`config.mk`:
```
export PLATFORM = sky130hd
export DESIGN_NAME = srsc_regenerator
export DESIGN_NICKNAME = d
export VERILOG_FILES = /design/src/srsc_bcd_divider.v /design/src/srsc_regenerator.v
export VERILOG_INCLUDE_DIRS = /design/src
export SDC_FILE = /design/constraint.sdc
export NUM_CORES = 1
export LEC_CHECK = 0
export ABC_AREA = 1
export BUFFER_PORTS_ARGS = -buffer_cell sky130_fd_sc_hd__buf_2
export CAP_MARGIN = 25
export CORE_UTILIZATION = 50
export DETAILED_ROUTE_END_ITERATION = 16
export HOLD_SLACK_MARGIN = 0.05
export PLACE_DENSITY = 0.73
export RECOVER_POWER = 25
export SKIP_LAST_GASP = 1
export SYNTH_ARGS = -nofsm -noshare
export SYNTH_HDL_FRONTEND = slang
export SYNTH_SLANG_ARGS = --single-unit
```
`constraint.sdc`:
```
create_clock -name mclk -period 4.7 [get_ports mclk]
set_input_delay 0.94 -clock mclk [delete_from_list [all_inputs] [get_ports mclk]]
set_output_delay 0.94 -clock mclk [all_outputs]
set_load 0.05 [all_outputs]
```
`src/srsc_regs.vh`:
```
// Constants of the serial regenerator and speed converter.
`ifndef SRSC_REGS_VH
`define SRSC_REGS_VH
// ******************************************************************
// Register map, byte addresses
// ******************************************************************
`define SRSC_CTRL_OFS      4'h0
`define SRSC_SPEED_OFS     4'h4
`define SRSC_FORMAT_OFS    4'h8
`define SRSC_STATUS_OFS    4'hC
// ******************************************************************
// Control fields
// ******************************************************************
`define SRSC_CTRL_REGENERATION_CONTROL    0
`define SRSC_CTRL_CONVERT  1
`define SRSC_CTRL_SEND     2
`define SRSC_CTRL_INVERT   3
`define SRSC_CTRL_RESET    32'h0000_0003
// ******************************************************************
// Speed fields: signal speed in [7:0], loop speed in [15:8]
// ******************************************************************
`define SRSC_SPEED_RESET   32'h0000_3232
// ******************************************************************
// Format fields: [3:2] data bits minus five, 4 long stop, 5 auto stop
// ******************************************************************
`define SRSC_FMT_LEN_LO    2
`define SRSC_FMT_LONGSTOP  4
`define SRSC_FMT_AUTOSTOP  5
`define SRSC_FORMAT_RESET  32'h0000_0000
// ******************************************************************
// Timing
// ******************************************************************
`define SRSC_REF_HZ        60000
`define SRSC_MCLK_HZ       40000000
`define SRSC_OVERSAMPLE    16
`endif

```
`src/srsc_bcd_divider.v`:
```
// Decimal-programmable divider producing one-cycle enable pulses.
`timescale 1ns/1ps
module srsc_bcd_divider (
  input  wire       mclk,
  input  wire       rstSync_n,
  input  wire       refTick,
  input  wire [7:0] bcdSetting,
  output reg        clkPulse,
  output wire       settingInvalid
);
  // Upper nibble is tens, lower nibble is units.
  function [6:0] bcdValue;
    input [7:0] b;
    begin
      bcdValue = {3'b000, b[7:4]} * 7'd10 + {3'b000, b[3:0]};
    end
  endfunction

  reg  [6:0] count_reg;
  wire [6:0] divisor = bcdValue(bcdSetting);

  // A zero divisor or a digit above nine stops the clock.
  assign settingInvalid = (divisor == 7'd0) || (bcdSetting[7:4] > 4'd9) ||
                          (bcdSetting[3:0] > 4'd9);

  always @(posedge mclk or negedge rstSync_n) begin
    if (!rstSync_n) begin
      count_reg <= 7'd0;
      clkPulse  <= 1'b0;
    end else begin
      clkPulse <= 1'b0;
      if (settingInvalid) begin
        count_reg <= 7'd0;
      end else if (refTick) begin
        if (count_reg + 7'd1 >= divisor) begin
          count_reg <= 7'd0;
          clkPulse  <= 1'b1;
        end else begin
          count_reg <= count_reg + 7'd1;
        end
      end
    end
  end
endmodule // srsc_bcd_divider

```
`src/srsc_regenerator.v`:
```
// Half-duplex serial regenerator and speed converter with AXI4-Lite slave.
// Functional notes
// Output bits are timed by a crystal-derived clock, not by input edges.
// Serial input may be inverted to convert mark-negative into mark-high.
// Half duplex; direction from send control or external lock input.
// One format serves receiver and transmitter, each with its own clock.
// Same clock on both halves gives regeneration at the input rate.
// Speed conversion clocks the halves at independent rates.
// Software should set output clock as fast as input; one char buffer.
// Two identical programmable dividers run from one reference tick.
// Without conversion both halves use the first divider.
// With conversion the second divider sets the shift-out rate.
// Output divider settings span 37.5 to 3750 baud; BCD settings 01 to 99 here reach 3750 down to about 37.9 baud.
// Second setting: bits 7..4 upper BCD digit, bits 3..0 lower.
// Each divider yields sixteen times baud; divisor is 60000 over that.
// Receive: divider one clocks input; send: clocks swap.
// Stop element of one or one and a half units is appended.
// Auto stop with one-unit stop: one unit receive, 1.5 in send.
// Divider reloads at programmed BCD count; zero is invalid.
//
// The implementer's own choices: the register offsets and the AXI4-Lite slave port.
`timescale 1ns/1ps
`include "srsc_regs.vh"
module srsc_regenerator #(
  parameter integer REF_DIV = `SRSC_MCLK_HZ / `SRSC_REF_HZ) (
  input  wire        mclk,
  input  wire        arst_n,
  input  wire        s_axi_awvalid,
  output wire        s_axi_awready,
  input  wire [3:0]  s_axi_awaddr,
  input  wire        s_axi_wvalid,
  output wire        s_axi_wready,
  input  wire [31:0] s_axi_wdata,
  input  wire [3:0]  s_axi_wstrb,
  output reg         s_axi_bvalid,
  input  wire        s_axi_bready,
  output reg  [1:0]  s_axi_bresp,
  input  wire        s_axi_arvalid,
  output wire        s_axi_arready,
  input  wire [3:0]  s_axi_araddr,
  output reg         s_axi_rvalid,
  input  wire        s_axi_rready,
  output reg  [31:0] s_axi_rdata,
  output reg  [1:0]  s_axi_rresp,
  input  wire        lockIn,
  input  wire        serialIn,
  output reg         serialOut
);
  // ****************************************************************
  // Reset and input synchronisers
  // ****************************************************************
  reg [1:0] rstPipe_reg;
  wire      rstSync_n = rstPipe_reg[1];
  always @(posedge mclk or negedge arst_n) begin
    if (!arst_n) begin
      rstPipe_reg <= 2'b00;
    end else begin
      rstPipe_reg <= {rstPipe_reg[0], 1'b1};
    end
  end

  reg [1:0] rxPipe_reg;
  reg [1:0] lockPipe_reg;
  always @(posedge mclk or negedge rstSync_n) begin
    if (!rstSync_n) begin
      rxPipe_reg   <= 2'b11;
      lockPipe_reg <= 2'b00;
    end else begin
      rxPipe_reg   <= {rxPipe_reg[0], serialIn};
      lockPipe_reg <= {lockPipe_reg[0], lockIn};
    end
  end

  // ****************************************************************
  // Register file
  // ****************************************************************
  reg  [31:0] ctrl_reg;
  reg  [31:0] speed_reg;
  reg  [31:0] format_reg;
  reg         overrun_reg;
  reg         awHeld_reg;
  reg         wHeld_reg;
  reg  [3:0]  awAddr_reg;
  reg  [31:0] wData_reg;
  reg  [3:0]  wStrb_reg;

  assign s_axi_awready = !awHeld_reg && !s_axi_bvalid;
  assign s_axi_wready  = !wHeld_reg && !s_axi_bvalid;
  assign s_axi_arready = !s_axi_rvalid;

  wire        awGo   = awHeld_reg || s_axi_awvalid;
  wire        wGo    = wHeld_reg || s_axi_wvalid;
  wire [3:0]  wrAddr = awHeld_reg ? awAddr_reg : s_axi_awaddr;
  wire [31:0] wrData = wHeld_reg ? wData_reg : s_axi_wdata;
  wire [3:0]  wrStrb = wHeld_reg ? wStrb_reg : s_axi_wstrb;
  wire        doWrite = awGo && wGo && !s_axi_bvalid;
  wire        wrHit  = (wrAddr == `SRSC_CTRL_OFS) ||
                       (wrAddr == `SRSC_SPEED_OFS) ||
                       (wrAddr == `SRSC_FORMAT_OFS) ||
                       (wrAddr == `SRSC_STATUS_OFS);
  wire        clearOverrun;
  wire        setOverrun;

  function [31:0] applyStrobe;
    input [31:0] oldVal;
    input [31:0] newVal;
    input [3:0]  strb;
    integer i;
    begin
      applyStrobe = oldVal;
      for (i = 0; i < 4; i = i + 1) begin
        if (strb[i]) begin
          applyStrobe[i*8 +: 8] = newVal[i*8 +: 8];
        end
      end
    end
  endfunction

  assign clearOverrun = doWrite && (wrAddr == `SRSC_STATUS_OFS) &&
                        wrStrb[0] && wrData[0];

  always @(posedge mclk or negedge rstSync_n) begin
    if (!rstSync_n) begin
      ctrl_reg     <= `SRSC_CTRL_RESET;
      speed_reg    <= `SRSC_SPEED_RESET;
      format_reg   <= `SRSC_FORMAT_RESET;
      awHeld_reg   <= 1'b0;
      wHeld_reg    <= 1'b0;
      awAddr_reg   <= 4'h0;
      wData_reg    <= 32'h0000_0000;
      wStrb_reg    <= 4'h0;
      s_axi_bvalid <= 1'b0;
      s_axi_bresp  <= 2'b00;
    end else begin
      if (s_axi_bvalid && s_axi_bready) begin
        s_axi_bvalid <= 1'b0;
      end
      if (doWrite) begin
        awHeld_reg   <= 1'b0;
        wHeld_reg    <= 1'b0;
        s_axi_bvalid <= 1'b1;
        s_axi_bresp  <= wrHit ? 2'b00 : 2'b10;
        case (wrAddr)
          `SRSC_CTRL_OFS:
            ctrl_reg <= applyStrobe(ctrl_reg, wrData, wrStrb) &
                        32'h0000_000F;
          `SRSC_SPEED_OFS:
            speed_reg <= applyStrobe(speed_reg, wrData, wrStrb) &
                         32'h0000_FFFF;
          `SRSC_FORMAT_OFS:
            format_reg <= applyStrobe(format_reg, wrData, wrStrb) &
                          32'h0000_003C;
          default: begin
          end
        endcase
      end else begin
        if (s_axi_awvalid && s_axi_awready) begin
          awHeld_reg <= 1'b1;
          awAddr_reg <= s_axi_awaddr;
        end
        if (s_axi_wvalid && s_axi_wready) begin
          wHeld_reg <= 1'b1;
          wData_reg <= s_axi_wdata;
          wStrb_reg <= s_axi_wstrb;
        end
      end
    end
  end

  // ****************************************************************
  // Clock generation and steering
  // ****************************************************************
  reg  [9:0] refCount_reg;
  reg        refTick_reg;
  wire       clk1Pulse;
  wire       clk2Pulse;
  wire       clk1Bad;
  wire       clk2Bad;

  // Reference tick is the 60 kHz crystal, approximated from mclk.
  always @(posedge mclk or negedge rstSync_n) begin
    if (!rstSync_n) begin
      refCount_reg <= 10'd0;
      refTick_reg  <= 1'b0;
    end else begin
      refTick_reg <= 1'b0;
      if (refCount_reg == REF_DIV[9:0] - 10'd1) begin
        refCount_reg <= 10'd0;
        refTick_reg  <= 1'b1;
      end else begin
        refCount_reg <= refCount_reg + 10'd1;
      end
    end
  end

  srsc_bcd_divider u_signalDiv (
    .mclk           (mclk),
    .rstSync_n      (rstSync_n),
    .refTick        (refTick_reg),
    .bcdSetting     (speed_reg[7:0]),
    .clkPulse       (clk1Pulse),
    .settingInvalid (clk1Bad)
  );
  srsc_bcd_divider u_loopDiv (
    .mclk           (mclk),
    .rstSync_n      (rstSync_n),
    .refTick        (refTick_reg),
    .bcdSetting     (speed_reg[15:8]),
    .clkPulse       (clk2Pulse),
    .settingInvalid (clk2Bad)
  );

  wire regenOn   = ctrl_reg[`SRSC_CTRL_REGENERATION_CONTROL];
  wire convertOn = ctrl_reg[`SRSC_CTRL_CONVERT];
  wire sendMode  = ctrl_reg[`SRSC_CTRL_SEND] || lockPipe_reg[1];
  // Without conversion the loop divider is unused on both halves.
  wire altPulse  = convertOn ? clk2Pulse : clk1Pulse;
  wire rxTick    = sendMode ? altPulse : clk1Pulse;
  wire txTick    = sendMode ? clk1Pulse : altPulse;

  // ****************************************************************
  // Receiver half
  // ****************************************************************
  localparam RX_IDLE = 2'd0;
  localparam RX_START = 2'd1;
  localparam RX_DATA = 2'd2;
  localparam RX_STOP = 2'd3;
  wire       rxLine = rxPipe_reg[1] ^ ctrl_reg[`SRSC_CTRL_INVERT];
  wire [3:0] dataBits = {2'b00, format_reg[3:2]} + 4'd5;
  reg  [1:0] rxState_reg;
  reg  [3:0] rxPhase_reg;
  reg  [3:0] rxBit_reg;
  reg  [7:0] rxShift_reg;
  reg  [7:0] holdData_reg;
  reg        holdFull_reg;
  wire       txTake;

  always @(posedge mclk or negedge rstSync_n) begin
    if (!rstSync_n) begin
      rxState_reg  <= RX_IDLE;
      rxPhase_reg  <= 4'd0;
      rxBit_reg    <= 4'd0;
      rxShift_reg  <= 8'h00;
      holdData_reg <= 8'h00;
      holdFull_reg <= 1'b0;
    end else begin
      if (txTake) begin
        holdFull_reg <= 1'b0;
      end
      if (rxTick) begin
        rxPhase_reg <= rxPhase_reg + 4'd1;
        case (rxState_reg)
          RX_IDLE: begin
            rxPhase_reg <= 4'd0;
            if (!rxLine) begin
              rxState_reg <= RX_START;
            end
          end
          RX_START: begin
            if (rxPhase_reg == 4'd7) begin
              rxPhase_reg <= 4'd0;
              rxBit_reg   <= 4'd0;
              rxState_reg <= rxLine ? RX_IDLE : RX_DATA;
            end
          end
          RX_DATA: begin
            if (rxPhase_reg == 4'd15) begin
              rxShift_reg <= {rxLine, rxShift_reg[7:1]};
              rxBit_reg   <= rxBit_reg + 4'd1;
              if (rxBit_reg == dataBits - 4'd1) begin
                rxState_reg <= RX_STOP;
              end
            end
          end
          RX_STOP: begin
            // A missing stop is not a reason to drop the character.
            if (rxPhase_reg == 4'd15) begin
              rxState_reg  <= RX_IDLE;
              holdData_reg <= rxShift_reg >> (4'd8 - dataBits);
              holdFull_reg <= 1'b1;
            end
          end
          default: rxState_reg <= RX_IDLE;
        endcase
      end
    end
  end

  // ****************************************************************
  // Transmitter half
  // ****************************************************************
  reg  [3:0] txPhase_reg;
  reg  [4:0] txHalfBits_reg;
  reg  [9:0] txShift_reg;
  reg        txBusy_reg;
  wire       autoStop  = format_reg[`SRSC_FMT_AUTOSTOP];
  wire       longStop  = format_reg[`SRSC_FMT_LONGSTOP] ||
                         (autoStop && sendMode);
  assign txTake = !txBusy_reg && holdFull_reg && txTick;
  // Overrun: a new character lands while the old is still held.
  assign setOverrun = rxTick && (rxState_reg == RX_STOP) &&
                      (rxPhase_reg == 4'd15) && holdFull_reg && !txTake;

  always @(posedge mclk or negedge rstSync_n) begin
    if (!rstSync_n) begin
      txPhase_reg    <= 4'd0;
      txHalfBits_reg <= 5'd0;
      txShift_reg    <= 10'h3FF;
      txBusy_reg     <= 1'b0;
      serialOut      <= 1'b1;
      overrun_reg    <= 1'b0;
    end else begin
      if (setOverrun) begin
        overrun_reg <= 1'b1;
      end else if (clearOverrun) begin
        overrun_reg <= 1'b0;
      end
      if (!regenOn) begin
        serialOut <= rxLine;
      end else if (txBusy_reg) begin
        serialOut <= txShift_reg[0];
      end else begin
        serialOut <= 1'b1;
      end
      if (txTake) begin
        txBusy_reg     <= 1'b1;
        txPhase_reg    <= 4'd0;
        // Frame length in half units: start, data, then 2 or 3 stop.
        txHalfBits_reg <= {dataBits, 1'b0} + (longStop ? 5'd5 : 5'd4);
        txShift_reg    <= {1'b1, holdData_reg | (8'hFF << dataBits), 1'b0};
      end else if (txBusy_reg && txTick) begin
        txPhase_reg <= txPhase_reg + 4'd1;
        if (txPhase_reg[2:0] == 3'd7) begin
          txHalfBits_reg <= txHalfBits_reg - 5'd1;
          if (txPhase_reg[3]) begin
            txShift_reg <= {1'b1, txShift_reg[9:1]};
          end
          if (txHalfBits_reg == 5'd1) begin
            txBusy_reg <= 1'b0;
          end
        end
      end
    end
  end

  // ****************************************************************
  // Read channel
  // ****************************************************************
  always @(posedge mclk or negedge rstSync_n) begin
    if (!rstSync_n) begin
      s_axi_rvalid <= 1'b0;
      s_axi_rdata  <= 32'h0000_0000;
      s_axi_rresp  <= 2'b00;
    end else begin
      if (s_axi_rvalid && s_axi_rready) begin
        s_axi_rvalid <= 1'b0;
      end
      if (s_axi_arvalid && s_axi_arready) begin
        s_axi_rvalid <= 1'b1;
        s_axi_rresp  <= 2'b00;
        case (s_axi_araddr)
          `SRSC_CTRL_OFS:   s_axi_rdata <= ctrl_reg;
          `SRSC_SPEED_OFS:  s_axi_rdata <= speed_reg;
          `SRSC_FORMAT_OFS: s_axi_rdata <= format_reg;
          `SRSC_STATUS_OFS:
            s_axi_rdata <= {26'd0, clk2Bad, clk1Bad, sendMode,
                            txBusy_reg, holdFull_reg, overrun_reg};
          default: begin
            s_axi_rdata <= 32'h0000_0000;
            s_axi_rresp <= 2'b10;
          end
        endcase
      end
    end
  end
endmodule // srsc_regenerator

```
Word level (Yosys, flattened, before mapping)
Cells that the tools add are included.
W data, S select, Z words.
{ "op_classes": {"add_sub_neg": 13, "multipliers": 2, "div": 0, "order_cmp": 6, "n_eq_ne": 20, "shifts": 2, "muxes": 65, "bitwise": 3, "n_reduce_logical": 68} }
{ "op_table": {"columns": ["cell", "n"], "rows": [
  ["$pmux W16 S4", 1],
  ["$mux W10", 5],
  ["$mux W7", 6],
  ["$mux W1", 31],
  ["$mux W4", 6],
  ["$reduce_and A3 Y1", 8],
  ["$reduce_bool A2 Y1", 12],
  ["$eq A4 B4 Y1 const B", 5],
  ["$logic_and A1 B1 Y1", 20],
  ["$mux W2", 9],
  ["$gt A4 B4 Y1 const B", 4],
  ["$mux W16", 1],
  ["$pmux W4 S2", 2],
  ["$mux W5", 3],
  ["$add A7 B1 Y7 const B", 2],
  ["$add A7 B4 Y7", 2],
  ["$ge A7 B7 Y1", 2],
  ["$logic_not A7 Y1", 2],
  ["$add A4 B1 Y4 const B", 3],
  ["$eq A4 B3 Y1 const B", 3],
  ["$mul A4 B3 Y6 const B", 2],
  ["$logic_or A1 B1 Y1", 11],
  ["$add A10 B1 Y10 const B", 1],
  ["$eq A10 B10 Y1 const B", 1],
  ["other kinds (24)", 37]
]} }
{ "totals": {"regBits": 168, "latch_bits": 0, "mem_bits_rw": 0, "mem_bits_ro": 0, "in_bits": 53, "output_inout_bits": 42, "word_cells": 214, "memories": 0} }

Logic depth before layout (Yosys ltp)
Gate-level depths: netlist of run 1.
{ "depth": {"word_depth": 8, "ltp_mapped": 17, "mapped_depth_nobuf": 17} }

Modules after synthesis
Synthesis of run 1 repeated with hierarchy kept, for this count alone.
{ "hier_totals": {"hier_cells": 1125, "area_unflattened_um2": 8718.4} }
{ "by_module_without_submodules": {"columns": ["mod", "instances", "cells_per_inst", "area_per_inst_um2", "seq_area_each_um2"], "rows": [
  ["srsc_regenerator", 1, 831, 6718.9, 3353.2],
  ["srsc_bcd_divider at u_loopDiv", 1, 147, 1004.7, 200.2],
  ["srsc_bcd_divider at u_signalDiv", 1, 147, 994.7, 200.2]
]} }

Worst setup path before layout of run 1
OpenSTA, ideal clock, no wires.
{ "synth_timing": {"path_kind": "reg-to-reg", "start": "reg speed_reg[13]", "end": "reg u_loopDiv.count_reg[0]", "setup_ps": 66, "t_arrival_ps": 2785, "required_ps": 4634, "path_slack_ps": 1850, "stages_incl_launch_ff": 16, "n_path_buf": 0, "period_less_slack_ps": 2850, "cell_sequence": "dfstp_2 -> ha_1 -> ha_1 -> fa_1 -> nand2_1 -> inv_1 -> nand4_1 -> nand3_1 -> nand2_1 -> ha_1 -> a21oi_1 -> o21a_1 -> nand3_1 -> nor2_1 -> nand3_1 -> nand2_1"} }
{ "synth_between": {"elab_chain_len": 6, "elab_cells_between_ends": 11, "classes_between": "add/sub (1); mul (1); order compare (2); mux (3); reduce/logical (4)"} }
{ "synth_rtl": {"columns": ["element", "line_no", "source"], "rows": [
  ["start, declared", "srsc_regenerator.v:78", "reg [31:0] speed_reg;"],
  ["start signal, assigned", "srsc_regenerator.v:125", "speed_reg <= `SRSC_SPEED_RESET;"],
  ["start signal, assigned", "srsc_regenerator.v:148", "speed_reg <= applyStrobe(speed_reg, wrData, wrStrb) &"],
  ["$mul A4 B3 Y6", "srsc_bcd_divider.v:15", "bcdValue = {3'b000, b[7:4]} * 7'd10 + {3'b000, b[3:0]};"],
  ["$add A7 B4 Y7", "srsc_bcd_divider.v:15", null],
  ["$ge A7 B7 Y1 / $logic_not A7 Y1 (equally long branches)", "srsc_bcd_divider.v:35, srsc_bcd_divider.v:23", null],
  ["$mux W7 / $logic_or A1 B1 Y1 (equally long branches)", "srsc_bcd_divider.v:35, srsc_bcd_divider.v:23", null],
  ["$mux W7 / $logic_or A1 B1 Y1 (equally long branches)", "srsc_bcd_divider.v:34, srsc_bcd_divider.v:23", null],
  ["$mux W7 / $reduce_bool A2 Y1 (equally long branches)", null, null],
  ["end signal, assigned", "srsc_bcd_divider.v:39", "count_reg <= count_reg + 7'd1;"],
  ["end, declared", "srsc_bcd_divider.v:19", "reg [6:0] count_reg;"]
]} }
Several ways; a longest one is shown, not always the timed one. The select of a mux whose other input is x is not followed.
A chain may end at the register's enable or synchronous reset.

Final worst setup path of run 1
{ "layout_timing": {"start": "reg speed_reg[13]", "end": "reg u_loopDiv.count_reg[4]"} }
Same word-level chain as after synthesis.

==> results of run 1 <==
## per-layer routing
metal	wire length [microns]	GRT usage, %
met1	8250	31.1
met2	6940	29.5
met3	675	4.59
met4	423	8.82
met5	0	0
## synth_stat cells, types with 2 or more instances
cell type	n	area, sq um
nand2_1	265	995
inv_1	136	510
dfrtp_1	129	3230
o21ai_0	114	571
nor2_1	53	199
nand3_1	50	250
ha_1	41	513
a21oi_1	24	120
dfstp_2	20	526
xor2_1	20	175
buf_4	19	143
clkbuf_1	11	41.3
nand4_1	11	68.8
o31ai_1	11	82.6
nand3b_1	10	75.1
o21ai_2	10	87.6
xnor2_1	9	78.8
nor3_1	6	30.0
o211ai_1	6	45.0
o21ai_1	6	30.0
buf_2	5	25.0
or2_2	5	31.3
fa_1	4	80.1
o22ai_1	4	25.0
nand2_2	3	18.8
nor2_2	3	18.8
o21a_1	3	22.5
and2_1	2	12.5
and3_1	2	12.5
buf_1	2	7.51
conb_1	2	7.51
inv_2	2	7.51
mux2_2	2	22.5
nand3_2	2	20.0
nor2_4	2	22.5
## stage by stage
stage | std cells | hold slack [ns]
after floorplan | 1022 | 0.331
after global placement | 1258 | 0.334
after detailed placement | 1259 | 0.338
after CTS | 1291 | 0.266
after global routing | 1291 | 0.272
final | 1291 | 0.280
## power by group through the flow
stage | Clock [mW] | Combinational (mW) | Sequential (mW)
after global routing | 1.44 | 2.73 | 1.80
after global placement | 0 | 2.28 | 1.77
final | 1.36 | 2.37 | 1.76
after floorplan | 0 | 1.82 | 1.80
after detailed placement | 0 | 2.34 | 1.78
after CTS | 1.38 | 2.37 | 1.76
## cell type report
cell class,instances,area (sq um)
sequential,149,3750
multi-input combinational,695,3760
timing repair buffer,61,340
fill,1389,6710
tap,216,270
clock buffer,22,464
inverter,138,518
clock inverter,10,119
## worst max-delay path by stage
stage / start / to / slack [ns] / depth (start not counted)
5_1_grt: speed_reg[13]$_DFFE_PN1P_ / u_loopDiv.count_reg[4]$_DFFE_PN0P_ / 1.18 / 16
2_1_floorplan: rstPipe_reg[1]$_DFF_PN0_ / asynchronous set/reset pin / 0.28 / 0
6_report: speed_reg[13]$_DFFE_PN1P_ / u_loopDiv.count_reg[4]$_DFFE_PN0P_ / 1.49 / 15
3_5_place_dp: speed_reg[13]$_DFFE_PN1P_ / u_loopDiv.count_reg[4]$_DFFE_PN0P_ / 1.52 / 15
3_3_place_gp: speed_reg[13]$_DFFE_PN1P_ / u_loopDiv.count_reg[4]$_DFFE_PN0P_ / 1.61 / 15
4_1_cts: speed_reg[13]$_DFFE_PN1P_ / u_loopDiv.count_reg[4]$_DFFE_PN0P_ / 1.48 / 15
## logic make-up (layout without fill, tap and decap cells)
family	count (synthesis)	in the layout	share of synthesized area, %
AOI/OAI and AO/OA	182	182	12.4
xor gates and xnor gates	29	29	3.09
adders and majority gates	45	45	7.21
buffers and inverters	178	231	9.37
DFF	149	149	45.6
muxes	2	2	0.274
other	2	19	0.0913
and+or+nand+nor	418	418	21.9
## critical path, cell delays in order (launching register included)
cell     delay (ns)
dfstp_2        0.57
ha_1           0.25
ha_1           0.22
fa_1           0.52
nand2_1        0.06
inv_1          0.06
nand4_1        0.09
nand3_1        0.08
nand2_1        0.07
ha_1           0.31
a21oi_1        0.14
o21a_1         0.13
nand3_1        0.26
nor2_1         0.21
nand3_1        0.10
nand2_1        0.07
==> flow_summary_export.csv, run 1 <==
group,metric,value,unit
flow_run,drv_cap,1,
placed_design,finalWeightedCongestion,0.847,
grt,grt_pass1_vias,5677,
synth,postSynth.asyncResetShare,100,%
power_and_ir_drop,clockPowerShare,24.7,%
power_and_ir_drop,powerDensity,595,nW/um^2
placed_design,dp_hpwl,11.6,mm
sta,clock_skew,0.0103,ns
sta,min_period,3.21,ns
sta,max_freq,0.311,GHz
critical_path,r2r-start,"speed_reg[13]$_DFFE_PN1P_",
cells_and_area,layout-drive-gt1-share,13.0,%
routing,vias,6364,
placed_design,dp_slack,1.52,ns
cells_and_area,fin_nets,1160,
cells_and_area,final_cell_area,9230,sq um
clocking,cts_buffers,17,
clocking,clk_latency,0.43,ns
cells_and_area,final_cell_mix,"nand2_1 (265), inv_1 (136), dfrtp_1 (129), o21ai_0 (114), buf_2 (57)",
clocking,post-cts-setup-buffer-count,0,
outcome,status,"complete, but fails checks",
power_and_ir_drop,p_sw,2.28,mW
power_and_ir_drop,seq_power_share,32.0,%
clocking,cts.clk_slew.worst_paths,0.06,ns
critical_path,cp.required,5.07,ns
floorplanning,die_w,130,microns
grt,grt_overflow,0,
critical_path,critPathMaxFanout,8,
routing,post_drt_via_cell_ratio,4.93,
sta,rsz0062_at_grt,"no",
power_and_ir_drop,p_sw_share,41.6,%
sta,maxSlewViolCount,70,
routing,wl,16.3,mm
floorplanning,core,15900,sq um
clocking,cts_resized,0,
floorplanning,io_pins,95,
synth,syn_avg_cell_area,8.18,sq um
synth,yosysWarnings,0,
synth,synth-seq-cells,149,
sta,relSlewSlack,-89.0,%
cells_and_area,finalCoreUtilization,57.9,%
routing,ant_nets,0,
grt,grt_pass1_wl,27.6,mm
critical_path,worstRegToRegCells,15,
power_and_ir_drop,leakage,4.73,nW
sta,timing.setup.tns,0,ns
routing,wl_per_cell,12.6,microns
clocking,holdBufCountCts,0,
sta,finalSetupViolations,0,
cells_and_area,n_antenna_cell,0,
floorplanning,fp.dieArea,17000,sq um
power_and_ir_drop,p_comb_share,43.2,%
synth,synth_edf_count,0,
cells_and_area,area_delta_synth_final,12.2,%
outcome,violations,"capacitance limit, slew limit",
placed_design,port_buffers,58,
sta,worst_slew_pin_slew,2.84,ns
power_and_ir_drop,power,5.49,mW
worst_hold_path,hp-class,"input port to asynchronous set/reset pin",
routing,first_pass_iters,5,
synth,synth-seq-area-share,45.6,%
grt,grt_use_total,21.0,%
critical_path,end_kind,"register",
clocking,clock_path_buffers,2,
floorplanning,die_h,130,microns
placed_design,placed_cell_area,8650,sq um
sta,fin_ws,1.49,ns
critical_path,r2r_end,"u_loopDiv.count_reg[4]$_DFFE_PN0P_",
floorplanning,rows,46,
critical_path,timing_worst_setup_path_type,"register to register",
floorplanning,initial_core_util,51.6,%
critical_path,reg2reg_slack,1.49,ns
clocking,cts.sinks,149,
sta,fin_crit_sh,68.3,%
synth,syn_inst,1005,
power_and_ir_drop,ir_worst_vdd,436,uV
clocking,root_buffer,"clkbuf_16",
critical_path,cp_data_arrival_time,3.58,ns
routing,drc,0,
synth,synthFlopType,"dfrtp_1",
power_and_ir_drop,power.internal,3.21,mW
routing,drt_iter0_drc,525,
synth,synth_area,8220,sq um
grt,antenna_found_initial,0,
sta,hold_viol,0,
clocking,cts.htree.levels,4,
cells_and_area,layout_commonest_cell,"nand2_1",
synth,yosysUniqueCellTypes,46,
grt,grt_max_degree,79,
critical_path,start_kind,"register",
clocking,cts_tree,"done",
Note: power is estimated with default switching activity, not from simulation.
==> inputs of run 2 (changes only) <==
Settings changed: ABC_AREA 1 to 0.
Clock period 4.7 ns to 2.7 ns, I/O delays scaled along.
==> run 2 against run 1 <==
  * The flow finishes with violations (capacitance limit, slew limit, setup timing)
  * Worst hold slack worse by 0.069 ns
  * Register-to-register slack got worse by 1.9 ns
  * Via count is 8.2% lower
  * Synthesized area down 2.4%
  * Non-clock buffer count rose by 28
  * Design area increased by 2.5%
  * Sequential power is 69% higher
  * Core utilization up 3.4 points
==> flow_summary_export.csv, run 2 <==
group,metric,value,unit
cells_and_area,multi_input_area,4220,sq um
floorplanning,die_h,129,microns
grt,grt_overflow,0,
grt,grt_pass1_wl,27.7,mm
sta,hold_viol,0,
critical_path,critPathMaxFanout,10,
clocking,clock_path_buffers,2,
clocking,cts.clk_slew.worst_paths,0.06,ns
clocking,cts_buffers,17,
cells_and_area,fin_nets,908,
power_and_ir_drop,power,8.97,mW
critical_path,r2r-start,"speed_reg[5]$_DFFE_PN1P_",
placed_design,finalWeightedCongestion,0.822,
synth,yosysWarnings,0,
grt,grt_pass1_vias,5657,
worst_hold_path,hp-class,"input port to register",
cells_and_area,final_cell_mix,"dfrtp_1 (129), nand2_1 (61), buf_2 (56), mux2_2 (53), nor2_1 (49)",
synth,synth_area,8030,sq um
critical_path,end_kind,"register",
synth,yosysMostFrequentCell,"dfrtp_1",
placed_design,placed_cell_area,8700,sq um
sta,relSlewSlack,-52.1,%
power_and_ir_drop,leakage,4.36,nW
critical_path,critical-path-max-stage-delay,0.58,ns
outcome,status,"complete, but fails checks",
outcome,violations,"capacitance limit, slew limit, setup timing",
routing,wl,16.9,mm
flow_run,drv_cap,1,
routing,vias,5842,
cells_and_area,layout-drive-gt1-share,29.5,%
synth,synth_edf_count,0,
synth,syn_avg_cell_area,11.0,sq um
critical_path,cp_data_arrival_time,3.42,ns
routing,wl_per_cell,16.3,microns
sta,max_freq,0.326,GHz
sta,maxSlewViolCount,56,
sta,fin_crit_sh,113,%
cells_and_area,n_fill_cell,1198,
sta,finalSetupViolations,15,
clocking,root_buffer,"clkbuf_16",
sta,min_period,3.06,ns
floorplanning,core,15400,sq um
critical_path,start_kind,"register",
clocking,clk_latency,0.43,ns
sta,worst_slew_pin_slew,2.28,ns
clocking,cts_tree,"done",
cells_and_area,final_cell_area,9460,sq um
grt,grt_use_total,21.6,%
routing,drt_iter0_drc,325,
routing,first_pass_iters,4,
floorplanning,die_w,129,microns
sta,rsz0062_at_grt,"yes",
power_and_ir_drop,ir_worst_vdd,813,uV
clocking,cts.htree.levels,4,
routing,ant_nets,0,
critical_path,crit_start,"speed_reg[5]$_DFFE_PN1P_",
cells_and_area,regArea,3750,sq um
floorplanning,io_pins,95,
placed_design,port_buffers,58,
sta,whs,0.211,ns
critical_path,cp.required,3.05,ns
placed_design,dp_hpwl,11.8,mm
synth,synth_top_area_cell,"dfrtp_1",
floorplanning,fp.dieArea,16600,sq um
critical_path,cp_cell_sequence,"ha_4, ha_4, fa_2, nor2b_1, a32oi_1, ha_1, a21o_1, a221oi_4, buf_6, nand3_1, a21oi_2",
synth,yosys-top-cells-area,"dfrtp_1 (40%), mux2_2 (7.4%), dfstp_2 (6.5%), ha_1 (6.4%), nand2_1 (2.9%)",
cells_and_area,layout_commonest_cell,"dfrtp_1",
critical_path,crit_slowest_cell,"fa_2",
synth,postSynth.asyncResetShare,100,%
placed_design,dp_slack,-0.340,ns
synth,synth-seq-cells,149,
critical_path,critPathMostFrequentCell,"ha_4",
sta,clock_skew,0.00966,ns
synth,synth-seq-area-share,46.8,%
power_and_ir_drop,powerDensity,949,nW/um^2
synth,syn_inst,730,
grt,antenna_found_initial,0,
synth,synthFlopType,"dfrtp_1",
critical_path,timing_worst_setup_path_type,"register to register",
sta,fin_ws,-0.364,ns
routing,drc,0,
synth,synthTopCellsByCount,"dfrtp_1 (129), nand2_1 (62), mux2_2 (53)",
floorplanning,initial_core_util,52.0,%
clocking,cts.sinks,149,
floorplanning,rows,45,
synth,yosysUniqueCellTypes,67,
routing,post_drt_via_cell_ratio,5.65,
cells_and_area,finalCoreUtilization,61.3,%
grt,grt_max_degree,57,
cells_and_area,area_delta_synth_final,17.8,%
synth,synth_top_area_share,40.2,%
cells_and_area,n_antenna_cell,0,
worst_hold_path,worstHoldStart,"serialIn",
==> run 2: final timing paths <==
path                                                        endpoint  slack (ns)  cells after the start
worst max-delay path            u_signalDiv.count_reg[6]$_DFFE_PN0P_       -0.36                     11
worst min-delay path                         rxPipe_reg[0]$_DFF_PN1_        0.21                      1
worst max register to register  u_signalDiv.count_reg[6]$_DFFE_PN0P_       -0.36                     11
worst min register to register             lockPipe_reg[1]$_DFF_PN0_        0.35                      0
max in group asynchronous                   speed_reg[1]$_DFFE_PN1P_        0.40                      1
min in group asynchronous                   rstPipe_reg[1]$_DFF_PN0_        0.44                      2
==> run 2: timing repair <==
| item | in CTS | in global routing |
|---|---|---|
| hold buffers | 1 | 0 |
| endpoints found under the setup margin | 16 | 16 |
| hold endpoints to repair | 2 | 0 |
| pin swaps | 12 | 11 |
| buffers inserted | 1 | 0 |
| gates resized for setup | 14 | 17 |
==> run 2: cell type report <==
type,instances,share of cell area (%)
clock buffers,20,4.72
clock inverters,12,1.63
inverters,21,0.834
multi-input cells,532,44.6
flip-flops and latches,149,39.7
well taps,211,2.79
repair buffers,89,5.70
==> run 2: cell families (layout without fill, tap and decap cells) <==
family / Yosys count / in the layout / share of synthesized area (%)
flip-flops: 149 / 149 / 46.8
XOR/XNOR: 38 / 38 / 4.15
multiplexers: 88 / 88 / 13.1
other: 2 / 19 / 0.0936
AO/OA/AOI/OAI: 132 / 132 / 11.1
adder cells (fa/ha/maj): 45 / 45 / 7.39
AND/OR/NAND/NOR: 210 / 210 / 13.0
buffers and inverters: 66 / 142 / 4.40
==> run 2: worst max-delay path, delay by kind of cell (launching register included) <==
family                   cells  cell delay (ns)
AND/OR/NAND/NOR              2             0.17
buffers and inverters        1             0.17
adder cells (fa/ha/maj)      4             1.23
flip-flops                   1             0.55
AO/OA/AOI/OAI                4             0.87
==> run 2: where the power goes <==
group / internal (mW) / switching, mW
Clock: 1.48 / 0.936
Combinational: 1.58 / 2.01
Sequential: 2.64 / 0.328
==> run 2: layer usage <==
layer / vias to the layer above / GRT usage [%] / part of all wire, %
li1: 2738 / - / -
met1: 2942 / 29.2 / 46
met2: 134 / 34.1 / 48
met3: 28 / 4.49 / 4.1
met4: 0 / 8.93 / 2.0
met5: - / 0 / 0
==> run 2: stage by stage <==
stage	TNS [ns]	cells
after floorplan	-1.94	747
after global placement	-2.34	1000
after detailed placement	-3.65	1000
after CTS	-2.87	1034
after global routing	-7.44	1034
final	-3.41	1034
